===== src/inc/stcu_regs.vh =====
/*
 * register map, field positions, reset values and character codes of the
 * serial thermostat command unit.
 * assumes byte addresses on an avalon-mm slave with 32-bit data.
 */
// How it works
// RULE1 - host-written setpoint or offset turns the setpoint display into two bars
// RULE2 - link loss keeps regulation on the last host setpoint
// RULE3 - power cycle drops host setpoint, panel setpoint applies again
// RULE4 - host offset is held in volatile flops only
// RULE5 - link loss keeps the last host offset applied
// RULE6 - power cycle drops host offset, panel offset applies again
// RULE7 - command letters match case exactly, other case is unknown
// RULE8 - version query answers a version text ending in dollar
// RULE9 - two-letter restart command pulses a controller reset
// RULE10 - actual query answers sign, XXXX.XX, _C, dollar, cr, lf
// RULE11 - setpoint query answers in the actual-temperature format
// RULE12 - setpoint write 00000..20000 or -5000, goes remote, blocks enter
// RULE13 - host puts minus in place of first value character
// RULE14 - offset query answers sign, XX.XX, _C, dollar, cr, lf
// RULE15 - offset write sign plus 0000..0255, goes remote, blocks enter
// RULE16 - space or plus is a positive offset sign
// RULE17 - halt command stops control, heater off, pump keeps running
// RULE18 - resume command starts control
// RULE19 - fault unlock releases the locked state
// RULE20 - remote trip enters external alarm, heater and pump off
// RULE21 - lock enters remote and blocks enter, unlock leaves and releases
// RULE22 - state query answers the operating status
// RULE23 - characters collect until carriage return, then decode
// RULE24 - unknown or out-of-range commands change nothing
// RULE25 - 8n1 framing at panel baud rate, handled outside this block
`ifndef STCU_REGS_VH
`define STCU_REGS_VH

// ****************************************
// register byte offsets
// ****************************************
`define STCU_RXCHAR_OFS 5'h00
`define STCU_TXCHAR_OFS 5'h04
`define STCU_STATUS_OFS 5'h08
`define STCU_SETPT_OFS 5'h0C
`define STCU_OFFSET_OFS 5'h10
`define STCU_KEYSP_OFS 5'h14
`define STCU_KEYOFS_OFS 5'h18

// ****************************************
// fields
// ****************************************
`define STCU_TX_VALID_BIT 8
`define STCU_SB_REMOTE 0
`define STCU_SB_BARS 1
`define STCU_SB_RUN 2
`define STCU_SB_ALARM 3
`define STCU_SB_LOCKED 4
`define STCU_SB_LINKLOST 5
`define STCU_SB_REPLY 6
`define STCU_SB_HOSTSP 7
`define STCU_SB_HOSTOFS 8

// ****************************************
// reset values and limits
// ****************************************
`define STCU_KEYSP_RST 16'h07D0
`define STCU_KEYOFS_RST 16'h0000
`define STCU_SP_MAX 16'd20000
`define STCU_SP_NEG_MAX 16'd5000
`define STCU_OFS_MAX 16'd255
`define STCU_BUF_LEN 10

// ****************************************
// characters
// ****************************************
`define STCU_CR 8'h0D
`define STCU_LF 8'h0A
`define STCU_SP 8'h20
`define STCU_PLUS 8'h2B
`define STCU_MINUS 8'h2D
`define STCU_DOT 8'h2E
`define STCU_USC 8'h5F
`define STCU_DOLLAR 8'h24
`define STCU_ZERO 8'h30

// ****************************************
// reply kinds
// ****************************************
`define STCU_R_NONE 3'h0
`define STCU_R_VER 3'h1
`define STCU_R_ACT 3'h2
`define STCU_R_SET 3'h3
`define STCU_R_OFS 3'h4
`define STCU_R_STAT 3'h5

`endif


===== src/rtl/stcu_top.v =====
/*
 * serial thermostat command unit: collects host characters, decodes
 * commands, keeps setpoint, offset and control state, builds replies.
 * assumes a uart outside that writes received bytes to the rx register
 * and drains replies from the tx register over avalon-mm.
 */
`timescale 1ns/1ns
`default_nettype none
`include "stcu_regs.vh"

module stcu_top (
   input wire MCLK_I,
   input wire SYS_RST_I,
   input wire [4:0] AVS_ADDRESS_I,
   input wire AVS_READ_I,
   input wire AVS_WRITE_I,
   input wire [31:0] AVS_WRITEDATA_I,
   input wire [3:0] AVS_BYTEENABLE_I,
   output reg [31:0] AVS_READDATA_O,
   output reg AVS_WAITREQUEST_O,
   input wire [15:0] ACT_TEMP_I,
   input wire LINK_LOST_I,
   input wire FAULT_I,
   output reg [15:0] SETPOINT_O,
   output reg [15:0] OFFSET_O,
   output reg BARS_O,
   output reg REMOTE_O,
   output reg ENTER_BLOCK_O,
   output reg HEATER_O,
   output reg PUMP_O,
   output reg CTRL_RST_O
);

   // ****************************************
   // helpers
   // ****************************************
   function is_dig;
      input [7:0] c;
      begin
         is_dig = (c >= 8'h30) && (c <= 8'h39);
      end
   endfunction

   function [15:0] val4;
      input [7:0] a;
      input [7:0] b;
      input [7:0] c;
      input [7:0] d;
      begin
         val4 = (({12'h000, a[3:0]} * 16'd1000) + ({12'h000, b[3:0]} * 16'd100))
            + (({12'h000, c[3:0]} * 16'd10) + {12'h000, d[3:0]});
      end
   endfunction

   function [7:0] dec_digit;
      input [15:0] mag;
      input [2:0] pos;
      reg [15:0] q;
      reg [15:0] r;
      begin
         q = mag;
         case (pos)
            3'd1: q = mag / 16'd10;
            3'd2: q = mag / 16'd100;
            3'd3: q = mag / 16'd1000;
            3'd4: q = mag / 16'd10000;
            3'd5: q = 16'h0000;
            default: q = mag;
         endcase
         r = q % 16'd10;
         dec_digit = `STCU_ZERO + {4'h0, r[3:0]};
      end
   endfunction

   // sign, n integer digits, point, two fractions, _C$ cr lf
   function [7:0] temp_char;
      input [3:0] idx;
      input [15:0] v;
      input wide;
      reg [15:0] mag;
      reg [3:0] nd;
      reg [3:0] k;
      begin
         mag = v[15] ? (16'h0000 - v) : v;
         nd = wide ? 4'd6 : 4'd4;
         k = nd - idx;
         temp_char = 8'h00;
         if (idx == 4'd0) begin
            temp_char = v[15] ? `STCU_MINUS : `STCU_PLUS;
         end else if (idx <= nd - 4'd2) begin
            temp_char = dec_digit(mag, k[2:0]);
         end else if (idx == nd - 4'd1) begin
            temp_char = `STCU_DOT;
         end else if (idx <= nd + 4'd1) begin
            temp_char = dec_digit(mag, k[2:0] + 3'd1);
         end else begin
            case (idx - nd)
               4'd2: temp_char = `STCU_USC;
               4'd3: temp_char = 8'h43;
               4'd4: temp_char = `STCU_DOLLAR;
               4'd5: temp_char = `STCU_CR;
               4'd6: temp_char = `STCU_LF;
               default: temp_char = 8'h00;
            endcase
         end
      end
   endfunction

   // ****************************************
   // pin synchronisers
   // ****************************************
   reg [1:0] lost_sync_reg;
   reg [1:0] fault_sync_reg;
   always @(posedge MCLK_I) begin
      if (SYS_RST_I) begin
         lost_sync_reg <= 2'b00;
         fault_sync_reg <= 2'b00;
      end else begin
         lost_sync_reg <= {lost_sync_reg[0], LINK_LOST_I};
         fault_sync_reg <= {fault_sync_reg[0], FAULT_I};
      end
   end
   wire link_lost = lost_sync_reg[1];
   wire fault = fault_sync_reg[1];

   // ****************************************
   // bus slave
   // ****************************************
   wire req = AVS_READ_I | AVS_WRITE_I;
   wire acc = req & ~AVS_WAITREQUEST_O;
   wire wr_acc = AVS_WRITE_I & acc;
   wire rx_push = wr_acc && (AVS_ADDRESS_I == `STCU_RXCHAR_OFS) && AVS_BYTEENABLE_I[0];
   wire tx_pop = AVS_READ_I && acc && (AVS_ADDRESS_I == `STCU_TXCHAR_OFS);
   // bytes arrive already deframed 8n1 by the uart outside
   wire [7:0] rx_char = AVS_WRITEDATA_I[7:0]; // see RULE25

   // ****************************************
   // state
   // ****************************************
   reg [7:0] buf_reg [0:`STCU_BUF_LEN-1];
   reg [3:0] len_reg;
   reg ovf_reg;
   reg [15:0] host_sp_reg;
   reg [15:0] host_ofs_reg;
   reg host_sp_v_reg;
   reg host_ofs_v_reg;
   // panel entries survive a power cycle, so no reset
   reg [15:0] key_sp_reg = `STCU_KEYSP_RST;
   reg [15:0] key_ofs_reg = `STCU_KEYOFS_RST;
   reg remote_reg;
   reg run_reg;
   reg alarm_reg;
   reg locked_reg;
   reg [2:0] rtype_reg;
   reg [3:0] ridx_reg;
   reg [15:0] rval_reg;

   wire [15:0] sp_eff = host_sp_v_reg ? host_sp_reg : key_sp_reg; // see RULE2
   wire [15:0] ofs_eff = host_ofs_v_reg ? host_ofs_reg : key_ofs_reg; // see RULE5

   // ****************************************
   // decoder
   // ****************************************
   wire eol = rx_push && (rx_char == `STCU_CR); // see RULE23
   wire [7:0] b0 = buf_reg[0];
   wire [7:0] b1 = buf_reg[1];
   wire len1 = (len_reg == 4'd1) && !ovf_reg;
   wire len2 = (len_reg == 4'd2) && !ovf_reg;
   // exact upper or lower case compares only
   wire cmd_ver = len1 && (b0 == 8'h56); // see RULE7
   wire cmd_act = len1 && (b0 == 8'h49);
   wire cmd_sq = len1 && (b0 == 8'h53);
   wire cmd_oq = len1 && (b0 == 8'h63);
   wire cmd_stq = len1 && (b0 == 8'h42);
   wire cmd_lock = len1 && (b0 == 8'h4C);
   wire cmd_unlock = len1 && (b0 == 8'h55);
   wire cmd_rst = len2 && (b0 == 8'h52) && (b1 == 8'h53);
   wire cmd_halt = len2 && (b0 == 8'h53) && (b1 == 8'h54);
   wire cmd_go = len2 && (b0 == 8'h47) && (b1 == 8'h4F);
   wire cmd_unl = len2 && (b0 == 8'h45) && (b1 == 8'h52);
   wire cmd_trip = len2 && (b0 == 8'h41) && (b1 == 8'h4C);

   // setpoint write: S, three spaces, five value characters
   wire sp_shape = (len_reg == 4'd9) && !ovf_reg && (b0 == 8'h53) && (b1 == `STCU_SP)
      && (buf_reg[2] == `STCU_SP) && (buf_reg[3] == `STCU_SP);
   wire sp_neg = buf_reg[4] == `STCU_MINUS; // see RULE13
   wire sp_digs = (sp_neg || is_dig(buf_reg[4])) && is_dig(buf_reg[5])
      && is_dig(buf_reg[6]) && is_dig(buf_reg[7]) && is_dig(buf_reg[8]);
   wire [15:0] sp_low = val4(buf_reg[5], buf_reg[6], buf_reg[7], buf_reg[8]);
   wire [15:0] sp_mag = sp_neg ? sp_low : ({12'h000, buf_reg[4][3:0]} * 16'd10000) + sp_low;
   // leading digit above 5 can wrap the 16-bit sum
   wire sp_inrange = sp_neg ? (sp_mag <= `STCU_SP_NEG_MAX)
      : ((buf_reg[4] <= 8'h32) && (sp_mag <= `STCU_SP_MAX)); // see RULE24
   wire cmd_sw = sp_shape && sp_digs && sp_inrange; // see RULE12
   wire [15:0] sp_val = sp_neg ? (16'h0000 - sp_mag) : sp_mag;

   // offset write: c, space, sign, four digits
   wire [7:0] osg = buf_reg[2];
   wire o_sign_ok = (osg == `STCU_SP) || (osg == `STCU_PLUS) || (osg == `STCU_MINUS); // see RULE16
   wire [15:0] o_mag = val4(buf_reg[3], buf_reg[4], buf_reg[5], buf_reg[6]);
   wire cmd_ow = (len_reg == 4'd7) && !ovf_reg && (b0 == 8'h63) && (b1 == `STCU_SP)
      && o_sign_ok && is_dig(buf_reg[3]) && is_dig(buf_reg[4]) && is_dig(buf_reg[5])
      && is_dig(buf_reg[6]) && (o_mag <= `STCU_OFS_MAX); // see RULE15
   wire [15:0] o_val = (osg == `STCU_MINUS) ? (16'h0000 - o_mag) : o_mag;

   // keypad writes from software, refused while enter is blocked
   wire key_sp_wr = wr_acc && (AVS_ADDRESS_I == `STCU_KEYSP_OFS) && !remote_reg;
   wire key_ofs_wr = wr_acc && (AVS_ADDRESS_I == `STCU_KEYOFS_OFS) && !remote_reg;

   // ****************************************
   // line collector
   // ****************************************
   genvar gi;
   generate
      for (gi = 0; gi < `STCU_BUF_LEN; gi = gi + 1) begin : g_buf
         always @(posedge MCLK_I) begin
            if (SYS_RST_I) begin
               buf_reg[gi] <= 8'h00;
            end else if (rx_push && !eol && (len_reg == gi) && !ovf_reg) begin
               buf_reg[gi] <= rx_char; // see RULE23
            end
         end
      end
   endgenerate

   always @(posedge MCLK_I) begin
      if (SYS_RST_I) begin
         len_reg <= 4'd0;
         ovf_reg <= 1'b0;
      end else if (eol) begin
         len_reg <= 4'd0;
         ovf_reg <= 1'b0;
      end else if (rx_push) begin
         if (len_reg == `STCU_BUF_LEN) begin
            ovf_reg <= 1'b1; // see RULE24
         end else begin
            len_reg <= len_reg + 4'd1;
         end
      end
   end

   // ****************************************
   // setpoint, offset and control state
   // ****************************************
   always @(posedge MCLK_I) begin
      if (SYS_RST_I) begin
         // power cycle forgets host values, keypad values apply
         host_sp_v_reg <= 1'b0; // see RULE3
         host_ofs_v_reg <= 1'b0; // see RULE4
         host_sp_reg <= 16'h0000;
         host_ofs_reg <= 16'h0000; // see RULE6
         remote_reg <= 1'b0;
         run_reg <= 1'b0;
         alarm_reg <= 1'b0;
         locked_reg <= 1'b1;
         CTRL_RST_O <= 1'b0;
      end else begin
         CTRL_RST_O <= eol && cmd_rst; // see RULE9
         if (key_sp_wr) begin
            if (AVS_BYTEENABLE_I[0]) begin
               key_sp_reg[7:0] <= AVS_WRITEDATA_I[7:0];
            end
            if (AVS_BYTEENABLE_I[1]) begin
               key_sp_reg[15:8] <= AVS_WRITEDATA_I[15:8];
            end
            host_sp_v_reg <= 1'b0;
         end
         if (key_ofs_wr) begin
            if (AVS_BYTEENABLE_I[0]) begin
               key_ofs_reg[7:0] <= AVS_WRITEDATA_I[7:0];
            end
            if (AVS_BYTEENABLE_I[1]) begin
               key_ofs_reg[15:8] <= AVS_WRITEDATA_I[15:8];
            end
            host_ofs_v_reg <= 1'b0;
         end
         if (eol && cmd_sw) begin
            host_sp_reg <= sp_val; // see RULE12
            host_sp_v_reg <= 1'b1;
            remote_reg <= 1'b1;
         end
         if (eol && cmd_ow) begin
            host_ofs_reg <= o_val; // see RULE15
            host_ofs_v_reg <= 1'b1;
            remote_reg <= 1'b1;
         end
         if (eol && cmd_lock) begin
            remote_reg <= 1'b1; // see RULE21
         end
         if (eol && cmd_unlock) begin
            remote_reg <= 1'b0; // see RULE21
         end
         if (eol && cmd_halt) begin
            run_reg <= 1'b0; // see RULE17
         end
         if (eol && cmd_go) begin
            run_reg <= 1'b1; // see RULE18
         end
         if (fault || (eol && cmd_trip)) begin
            locked_reg <= 1'b1;
         end else if (eol && cmd_unl) begin
            locked_reg <= 1'b0; // see RULE19
         end
         if (eol && cmd_trip) begin
            alarm_reg <= 1'b1; // see RULE20
         end else if (eol && cmd_unl) begin
            alarm_reg <= 1'b0;
         end
      end
   end

   // ****************************************
   // reply generator
   // ****************************************
   reg [3:0] rlen;
   reg [7:0] rchar;
   always @* begin
      rlen = 4'd0;
      rchar = 8'h00;
      case (rtype_reg)
         `STCU_R_VER: begin
            rlen = 4'd8;
            case (ridx_reg)
               4'd0: rchar = 8'h56;
               4'd1: rchar = 8'h31;
               4'd2: rchar = `STCU_DOT;
               4'd3: rchar = 8'h30;
               4'd4: rchar = 8'h30;
               4'd5: rchar = `STCU_DOLLAR; // see RULE8
               4'd6: rchar = `STCU_CR;
               default: rchar = `STCU_LF;
            endcase
         end
         `STCU_R_ACT, `STCU_R_SET: begin
            rlen = 4'd13;
            rchar = temp_char(ridx_reg, rval_reg, 1'b1); // see RULE10 RULE11
         end
         `STCU_R_OFS: begin
            rlen = 4'd11;
            rchar = temp_char(ridx_reg, rval_reg, 1'b0); // see RULE14
         end
         `STCU_R_STAT: begin
            rlen = 4'd8;
            if (ridx_reg < 4'd5) begin
               rchar = `STCU_ZERO + {7'h00, rval_reg[ridx_reg]}; // see RULE22
            end else if (ridx_reg == 4'd5) begin
               rchar = `STCU_DOLLAR;
            end else if (ridx_reg == 4'd6) begin
               rchar = `STCU_CR;
            end else begin
               rchar = `STCU_LF;
            end
         end
         default: begin
            rlen = 4'd0;
            rchar = 8'h00;
         end
      endcase
   end
   wire tx_valid = ridx_reg < rlen;

   always @(posedge MCLK_I) begin
      if (SYS_RST_I) begin
         rtype_reg <= `STCU_R_NONE;
         ridx_reg <= 4'd0;
         rval_reg <= 16'h0000;
      end else if (eol && (cmd_ver || cmd_act || cmd_sq || cmd_oq || cmd_stq)) begin
         ridx_reg <= 4'd0;
         if (cmd_ver) begin
            rtype_reg <= `STCU_R_VER;
         end else if (cmd_act) begin
            rtype_reg <= `STCU_R_ACT;
            rval_reg <= ACT_TEMP_I;
         end else if (cmd_sq) begin
            rtype_reg <= `STCU_R_SET;
            rval_reg <= sp_eff;
         end else if (cmd_oq) begin
            rtype_reg <= `STCU_R_OFS;
            rval_reg <= ofs_eff;
         end else begin
            rtype_reg <= `STCU_R_STAT;
            rval_reg <= {11'h000, locked_reg, alarm_reg, run_reg, BARS_O, remote_reg};
         end
      end else if (tx_pop && tx_valid) begin
         ridx_reg <= ridx_reg + 4'd1;
      end
   end

   // ****************************************
   // bus answer and outputs
   // ****************************************
   always @(posedge MCLK_I) begin
      if (SYS_RST_I) begin
         AVS_WAITREQUEST_O <= 1'b1;
         AVS_READDATA_O <= 32'h0000_0000;
      end else begin
         AVS_WAITREQUEST_O <= !(req && AVS_WAITREQUEST_O);
         if (AVS_READ_I && AVS_WAITREQUEST_O) begin
            case (AVS_ADDRESS_I)
               `STCU_TXCHAR_OFS: AVS_READDATA_O <= {23'h00_0000, tx_valid, rchar};
               `STCU_STATUS_OFS: AVS_READDATA_O <= {23'h00_0000, host_ofs_v_reg,
                  host_sp_v_reg, tx_valid, link_lost, locked_reg, alarm_reg, run_reg,
                  BARS_O, remote_reg};
               `STCU_SETPT_OFS: AVS_READDATA_O <= {16'h0000, sp_eff};
               `STCU_OFFSET_OFS: AVS_READDATA_O <= {16'h0000, ofs_eff};
               `STCU_KEYSP_OFS: AVS_READDATA_O <= {16'h0000, key_sp_reg};
               `STCU_KEYOFS_OFS: AVS_READDATA_O <= {16'h0000, key_ofs_reg};
               default: AVS_READDATA_O <= 32'h0000_0000;
            endcase
         end
      end
   end

   always @(posedge MCLK_I) begin
      if (SYS_RST_I) begin
         SETPOINT_O <= key_sp_reg; // see RULE3
         OFFSET_O <= key_ofs_reg; // see RULE6
         BARS_O <= 1'b0;
         REMOTE_O <= 1'b0;
         ENTER_BLOCK_O <= 1'b0;
         HEATER_O <= 1'b0;
         PUMP_O <= 1'b0;
      end else begin
         SETPOINT_O <= sp_eff; // see RULE2
         OFFSET_O <= ofs_eff; // see RULE5
         BARS_O <= host_sp_v_reg | host_ofs_v_reg; // see RULE1
         REMOTE_O <= remote_reg;
         ENTER_BLOCK_O <= remote_reg; // see RULE21
         HEATER_O <= run_reg && !locked_reg && !alarm_reg; // see RULE17
         PUMP_O <= !locked_reg && !alarm_reg; // see RULE20
      end
   end

endmodule
`default_nettype wire


===== config.mk =====
export PLATFORM = sky130hd
export DESIGN_NAME = stcu_top
export DESIGN_NICKNAME = d
export VERILOG_FILES = /design/src/rtl/stcu_top.v
export VERILOG_INCLUDE_DIRS = /design/src /design/src/inc
export SDC_FILE = /design/constraint.sdc
export NUM_CORES = 1
export LEC_CHECK = 0
export ABC_CLOCK_PERIOD_IN_PS = 8200
export BUFFER_PORTS_ARGS = -buffer_cell sky130_fd_sc_hd__buf_4
export CORE_MARGIN = 2
export CORE_UTILIZATION = 45
export DETAILED_ROUTE_END_ITERATION = 6
export HOLD_SLACK_MARGIN = 0.02
export PLACE_DENSITY = 0.69
export SETUP_SLACK_MARGIN = 0.05
export SLEW_MARGIN = 20
export SYNTH_ARGS = -nofsm -noshare
export SYNTH_HDL_FRONTEND = slang
export SYNTH_SLANG_ARGS = --single-unit

===== constraint.sdc =====
create_clock -name MCLK_I -period 8.2 [get_ports MCLK_I]
set_input_delay 1.64 -clock MCLK_I [delete_from_list [all_inputs] [get_ports MCLK_I]]
set_output_delay 1.64 -clock MCLK_I [all_outputs]
set_load 0.05 [all_outputs]

* Yosys cells after proc, flatten, opt, wreduce, memory -nomap -nowiden
Memories as Yosys holds them, arrays and structs flattened.
Cells that the tools add are included.
** Storage, ports and cells
- Latch bits :: 0
- Input bits :: 63
- ROM bits :: 0
- Register bits after elaboration :: 172
- Logic and storage cells :: 425
- Memories kept :: 1
- Memory bits (writable) :: 80
** Operators by class
- $mul :: 7
- Eq/ne operators :: 80
- Shifts and indexed selects :: 0
- Add/subtract/negate cells :: 23
- Multiplexer cells :: 109
- Divide/modulo/power cells :: 8
- $lt $le $gt $ge :: 23
- Reduce and logical (&&, ||, !) cells :: 128
- Bitwise operators :: 18
** Memory list
- buf_reg :: depth 10, width 8, rd ports 9, clocked after memory_dff 0, wr ports 10, line stcu_top.v:140 : reg [7:0] buf_reg [0:`STCU_BUF_LEN-1];
** Operators by type and width (number)
- $mux W16 :: 27
- $pmux W16 S5 :: 4
- $eq A8 B7 Y1 const B :: 16
- $pmux W16 S6 :: 1
- $logic_and A1 B1 Y1 :: 92
- $mux W8 :: 10
- $pmux W7 S5 :: 2
- $mod A16 B4 Y16 const B :: 4
- $mux W7 :: 9
- $le A8 B6 Y1 const B :: 7
- $eq A4 B3 Y1 const B :: 13
- $eq A8 B6 Y1 const B :: 6
- $ge A8 B6 Y1 const B :: 6
- $sub A1 B16 Y16 const A :: 3
- $mux W1 :: 46
- $pmux W7 S6 :: 1
- $add A15 B9 Y16 :: 2
- $eq A4 B2 Y1 const B :: 8
- $pmux W8 S4 :: 1
- $add A14 B11 Y15 :: 2
- $eq A3 B2 Y1 const B :: 10
- $eq A3 B3 Y1 const B :: 10
- $add A6 B4 Y7 const A :: 4
- $mul A4 B7 Y11 const B :: 2
- other kinds (45) :: 110

* Longest topological paths before layout
- Word-level depth :: 17
- Mapped depth :: 38

* Worst setup path after synthesis
OpenSTA, ideal clock, no wires.
- Path kind :: flip-flop to flip-flop
- Start point :: register ridx_reg[0]
- End point :: register AVS_READDATA_O[2]
- Setup time :: 0.123 ns
- Slack :: 0.202 ns
- Cell stages (with the launch flop) :: 35
- Clock period less this slack :: 7.998 ns
- Arrival :: 7.875 ns
- Cells stage by stage :: dfxtp_1 > clkbuf_1 > inv_1 > ha_1 > clkbuf_1 > xor2_1 > inv_1 > ha_1 > clkbuf_1 > nor4_1 > a31oi_1 > nor2_1 > xnor2_1 > a221oi_1 > a21oi_1 > a211oi_2 > mux2i_1 > or4_1 > nand2_1 > inv_2 > nand3_1 > nand4_1 > o21ai_0 > a21boi_0 > ha_1 > nand3_1 > a211o_1 > and2_4 > xnor2_1 > ha_1 > a21boi_0 > o31ai_1 > o311a_1 > o22ai_1 > nand3_1
** Between the ends
- Word-level cells in the longest chain between the ends :: 17
- Elaborated cells between the ends (all ways) :: 96
- Those cells by class :: 11 x add/sub; 4 x div; 5 x order compare; 36 x eq/ne; 38 x mux; 2 x reduce/logical
** Ends and longest elaborated chain
- start, declared :: line stcu_top.v:155 : reg [3:0] ridx_reg;
- start signal, assigned :: line stcu_top.v:385 : ridx_reg <= ridx_reg + 4'd1;
- $sub A3 B3 Y3 :: line stcu_top.v:86 : k = nd - idx;
- $add A3 B1 Y3 :: line stcu_top.v:95 : temp_char = dec_digit(mag, k[2:0] + 3'd1);
- $eq A3 B3 Y1, or another cell as far along
- $pmux W16 S5, on equally long branches
- $mux W16 :: line stcu_top.v:94 : end else if (idx <= nd + 4'd1) begin
- $mux W16 :: line stcu_top.v:92 : end else if (idx == nd - 4'd1) begin
- $mux W16 :: line stcu_top.v:90 : end else if (idx <= nd - 4'd2) begin
- $mux W16 :: line stcu_top.v:88 : if (idx == 4'd0) begin
- $mux W16 :: line stcu_top.v:320 : case (rtype_reg)
- $mod A16 B4 Y16 :: line stcu_top.v:70 : r = q % 16'd10;
- $add A6 B4 Y7 (no line)
- $mux W7 :: line stcu_top.v:94
- $mux W7 :: line stcu_top.v:92
- $mux W7 :: line stcu_top.v:90
- $mux W7 :: line stcu_top.v:88
- $pmux W8 S4 * :: line stcu_top.v:320
- $pmux W16 S6 * :: line stcu_top.v:399 : case (AVS_ADDRESS_I)
- end signal, assigned :: line stcu_top.v:400 : `STCU_TXCHAR_OFS: AVS_READDATA_O <= {23'h00_0000, tx_valid, rchar};
- end signal, assigned :: line stcu_top.v:401 : `STCU_STATUS_OFS: AVS_READDATA_O <= {23'h00_0000, host_ofs_v_reg,
- end signal, assigned :: line stcu_top.v:404 : `STCU_SETPT_OFS: AVS_READDATA_O <= {16'h0000, sp_eff};
- end, declared :: line stcu_top.v:19 : output reg [31:0] AVS_READDATA_O,
Every way passes the cells marked *; elsewhere a longest branch is shown, timed or not. The select of a mux whose other input is x is not followed.
A chain may end at the register's enable or synchronous reset.

* Final worst setup path
- Start point :: register rval_reg[0]
- End point :: register AVS_READDATA_O[2]
** Between the ends
- Word-level cells in the longest chain between the ends :: 17
- Elaborated cells between the ends (all ways) :: 48
- Those cells by class :: 6 x add/sub; 8 x div; 34 x mux
** Ends and longest elaborated chain
- start, declared :: line stcu_top.v:156 : reg [15:0] rval_reg;
- start signal, assigned :: line stcu_top.v:376 : rval_reg <= sp_eff;
- start signal, assigned :: line stcu_top.v:379 : rval_reg <= ofs_eff;
- start signal, assigned :: line stcu_top.v:382 : rval_reg <= {11'h000, locked_reg, alarm_reg, run_reg, BARS_O, remote_reg};
- $sub A1 B16 Y16 :: line stcu_top.v:84 : mag = v[15] ? (16'h0000 - v) : v;
- $mux W16 :: line stcu_top.v:84
- $div A16 B14 Y16, or another cell as far along :: line stcu_top.v:66 : 3'd4: q = mag / 16'd10000;
- $pmux W16 S5, on equally long branches
- $mux W16 :: line stcu_top.v:94
- $mux W16 :: line stcu_top.v:92
- $mux W16 :: line stcu_top.v:90
- $mux W16 :: line stcu_top.v:88
- $mux W16 :: line stcu_top.v:320
- $mod A16 B4 Y16 :: line stcu_top.v:70
- $add A6 B4 Y7 (no line)
- $mux W7 :: line stcu_top.v:94
- $mux W7 :: line stcu_top.v:92
- $mux W7 :: line stcu_top.v:90
- $mux W7 :: line stcu_top.v:88
- $pmux W8 S4 * :: line stcu_top.v:320
- $pmux W16 S6 * :: line stcu_top.v:399
Marks and branches as above.

==> impl_metrics.env <==
export IMPL_status="finished clean"
export IMPL_slowest_delay_ns=0.53
export IMPL_fmax_mhz=123
export IMPL_top_usage_layer="met2"
export IMPL_crit_family="compound AO/OA/AOI/OAI gates"
export IMPL_setup_viol=0
export IMPL_skew_ns=0.0155
export IMPL_finalHoldViolations=0
export IMPL_drive_gt1_frac=0.256
export IMPL_ios=134
export IMPL_clkTransAtPathRegs_ns=0.07
export IMPL_p_per_area_nw_per_um2=107
export IMPL_fp_dieArea_um2=62200
export IMPL_die_w_um=249
export IMPL_rsz0062_at_grt="true"
export IMPL_multi_input_area_um2=20900
export IMPL_fp_dieH_um=249
export IMPL_post_route_util=0.572
export IMPL_cp_max_fo=7
export IMPL_grt_met3_usage=0.0461
export IMPL_vias_per_cell=6.30
export IMPL_period_needed_ns=8.11
export IMPL_grt_first_pass_wirelength_um=152000
export IMPL_synthDistinctLibCells=139
export IMPL_dr_pass1_iters=6
export IMPL_grt_pass1_vias=27500
export IMPL_clock_latency_ns=0.52
export IMPL_port_buffers=99
export IMPL_hp_class="reg2reg"
export IMPL_cts_tree="yes"
export IMPL_finalMaxSlewViolations=0
export IMPL_syn_avg_cell_area_um2=7.86
export IMPL_antenna_found_initial=0
export IMPL_via_count=30000
export IMPL_drc=0
export IMPL_diodes=0
export IMPL_seq_area_frac_synth=0.207
export IMPL_slowest_stage="or4_1"
export IMPL_drt_wirelength_per_cell_um=20.8
export IMPL_slew_headroom=0.195
export IMPL_fin_crit_sh=0.990
export IMPL_endpoint_kind="flop"
export IMPL_irDropWorstVdd_uv=170
export IMPL_hold_slack_ns=0.445
export IMPL_drv_cap=0
export IMPL_required_ns=8.59
export IMPL_clock_sinks=228
export IMPL_cts_made_buffers=22
export IMPL_synthArstFlopShare=0
export IMPL_htree_levels=1
export IMPL_seqCellArea_um2=5610
export IMPL_total_leakage_power_nw=13.7
export IMPL_synth_edf_count=104
export IMPL_clockRootBuffer="clkbuf_16"
export IMPL_largest_register_ffs=72
export IMPL_grt_max_degree=71
export IMPL_area_growth_pct=25.2
export IMPL_overflow=0
export IMPL_nets=4242
export IMPL_synth_cells=3447
export IMPL_clock_path_buffers=3
export IMPL_start_util=0.457
export IMPL_cp_num_buf_inv=5
export IMPL_tightestPinTransition_ns=1.20
export IMPL_yosysWarnings=0
export IMPL_gp_congestion=0.992
export IMPL_fillers=5480
export IMPL_place_hpwl_um=77100
export IMPL_cts_hold_buf=0
export IMPL_startpoint_type="flop"
export IMPL_syn_area_um2=27100
export IMPL_fp_coreArea_um2=59200
export IMPL_worstSetupPathType="reg2reg"
export IMPL_routed_wl_um=99000
export IMPL_arrival_ns=8.50
export IMPL_grt_use_met2=0.478
export IMPL_std_cell_rows=89
export IMPL_synth_seq_cells=228
export IMPL_grt_usage=0.299
export IMPL_drtIter0Drc=3688
export IMPL_grtUsageMet1=0.407
export IMPL_drtAntennaViolNets=0
export IMPL_power_total_mw=3.64
export IMPL_ys_flop_type="dfxtp_1"
[area by class of cell]
class                           instances  area share
Multi-Input combinational cell       2896       0.618
Sequential cell                       228       0.166
Timing Repair Buffer                  662       0.151
Tap cell                              773      0.0285
Clock buffer                           29      0.0176
Inverter                              157      0.0174
Clock inverter                         10     0.00262
[cell usage in the layout, fill, tap and decap left out, types with 25 or more instances in the layout]
cell and n:
and2_1 101, edfxtp_1 104, a31oi_1 45, a22oi_1 39, o21ai_1 35, or3_1 26
o21ai_0 159, or2_2 25, nor3_1 109, xor2_1 28, inv_1 148, o211ai_1 52
nand3_1 106, a211oi_1 59, nand2b_1 30, nor2_1 326, buf_4 639, xnor2_1 80
nand2_1 297, nor4_1 31, mux2i_1 72, a21oi_1 235, dfxtp_1 119, a21o_1 36
mux2_2 53, nor2b_1 38, fa_1 38, nand4_1 48, ha_1 170, o21a_1 26
o22ai_1 30
[repair_timing]
item / in CTS / in global routing
setup buffers: 6 / 43
gates cloned: 0 / 2
pin swaps: 5 / 84
endpoints found under the setup margin: 3 / 4
gates resized for setup: 8 / 210
[synthesized netlist by cell type, drive strengths merged, types with 15 or more instances]
cell / count / area (µm²)
a21boi: 21 / 161
nand3: 110 / 556
a22oi: 44 / 340
or2: 30 / 188
and3: 22 / 143
inv: 155 / 582
o211ai: 56 / 449
o31ai: 30 / 239
a221oi: 23 / 208
nor3: 123 / 637
a21o: 36 / 270
and2: 107 / 674
a211oi: 72 / 571
nand4: 48 / 300
o22ai: 41 / 263
mux2: 55 / 627
mux2i: 76 / 764
nand2: 302 / 1140
xor2: 33 / 323
dfxtp: 124 / 2480
a31oi: 50 / 340
clkbuf: 103 / 390
edfxtp: 104 / 3120
nor2b: 39 / 246
a2111oi: 27 / 287
o2111ai: 15 / 138
ha: 174 / 2180
nand2b: 30 / 188
o21a: 28 / 211
o21ai: 200 / 1010
fa: 38 / 761
o21bai: 19 / 143
xnor2: 92 / 821
nor2: 344 / 1300
a32oi: 16 / 148
buf: 77 / 583
or3: 30 / 188
a211o: 16 / 140
a311oi: 20 / 199
nor4: 44 / 327
a21oi: 249 / 1250
[stage by stage]
| step | cells | area (µm²) | setup WS [ns] | setup TNS, ns |
|---|---|---|---|---|
| after detailed placement | 4667 | 31900 | -0.185 | -0.431 |
| after CTS | 4712 | 32600 | 0.0564 | 0 |
| after global placement | 4667 | 31900 | -0.128 | -0.302 |
| after floorplan | 3462 | 27100 | 0.202 | 0 |
| final | 4755 | 33900 | 0.0857 | 0 |
| after global routing | 4755 | 33900 | -0.171 | -0.386 |
[report_power, final]
group | leakage, nW | internal [mW] | total (mW) | switching [mW]
clock | 0.328 | 0.549 | 1.00 | 0.454
combinational | 11.4 | 0.554 | 1.41 | 0.858
sequential | 2.03 | 1.20 | 1.22 | 0.0201
total | 13.7 | 2.31 | 3.64 | 1.33
[per-layer routing]
layer  wire length, µm  share of wire
met5                 0              0
met2             44100           0.44
met4              4190          0.042
met3              9000          0.091
met1             41800           0.42
[cell families after synthesis]
logic type | synth area share
flip-flops | 0.207
multiplexers | 0.0539
other | 0.000138
buffers and inverters | 0.0581
XOR/XNOR | 0.0422
adder cells (fa/ha/maj) | 0.111
AND/OR/NAND/NOR | 0.233
AO/OA/AOI/OAI | 0.295
[worst register-to-register path: cells and delay by family (launching register included)]
kind / cells / cell delay (ns)
AOI/OAI and AO/OA: 15 / 3.86
and+or+nand+nor: 10 / 2.11
DFF: 1 / 0.33
muxes: 2 / 0.47
buffers and inverters: 5 / 0.61
adders and majority gates: 2 / 0.47
xor gates and xnor gates: 1 / 0.12
[path summary, 6_finish.rpt]
path                        to  cells after the start  slack (ns)              start
max reg2reg  AVS_READDATA_O[2]                     35        0.09        rval_reg[0]
max          AVS_READDATA_O[2]                     35        0.09        rval_reg[0]
min reg2reg         locked_reg                      2        0.45  fault_sync_reg[1]
min                 locked_reg                      2        0.45  fault_sync_reg[1]
Power figures use the tool's default switching activity.
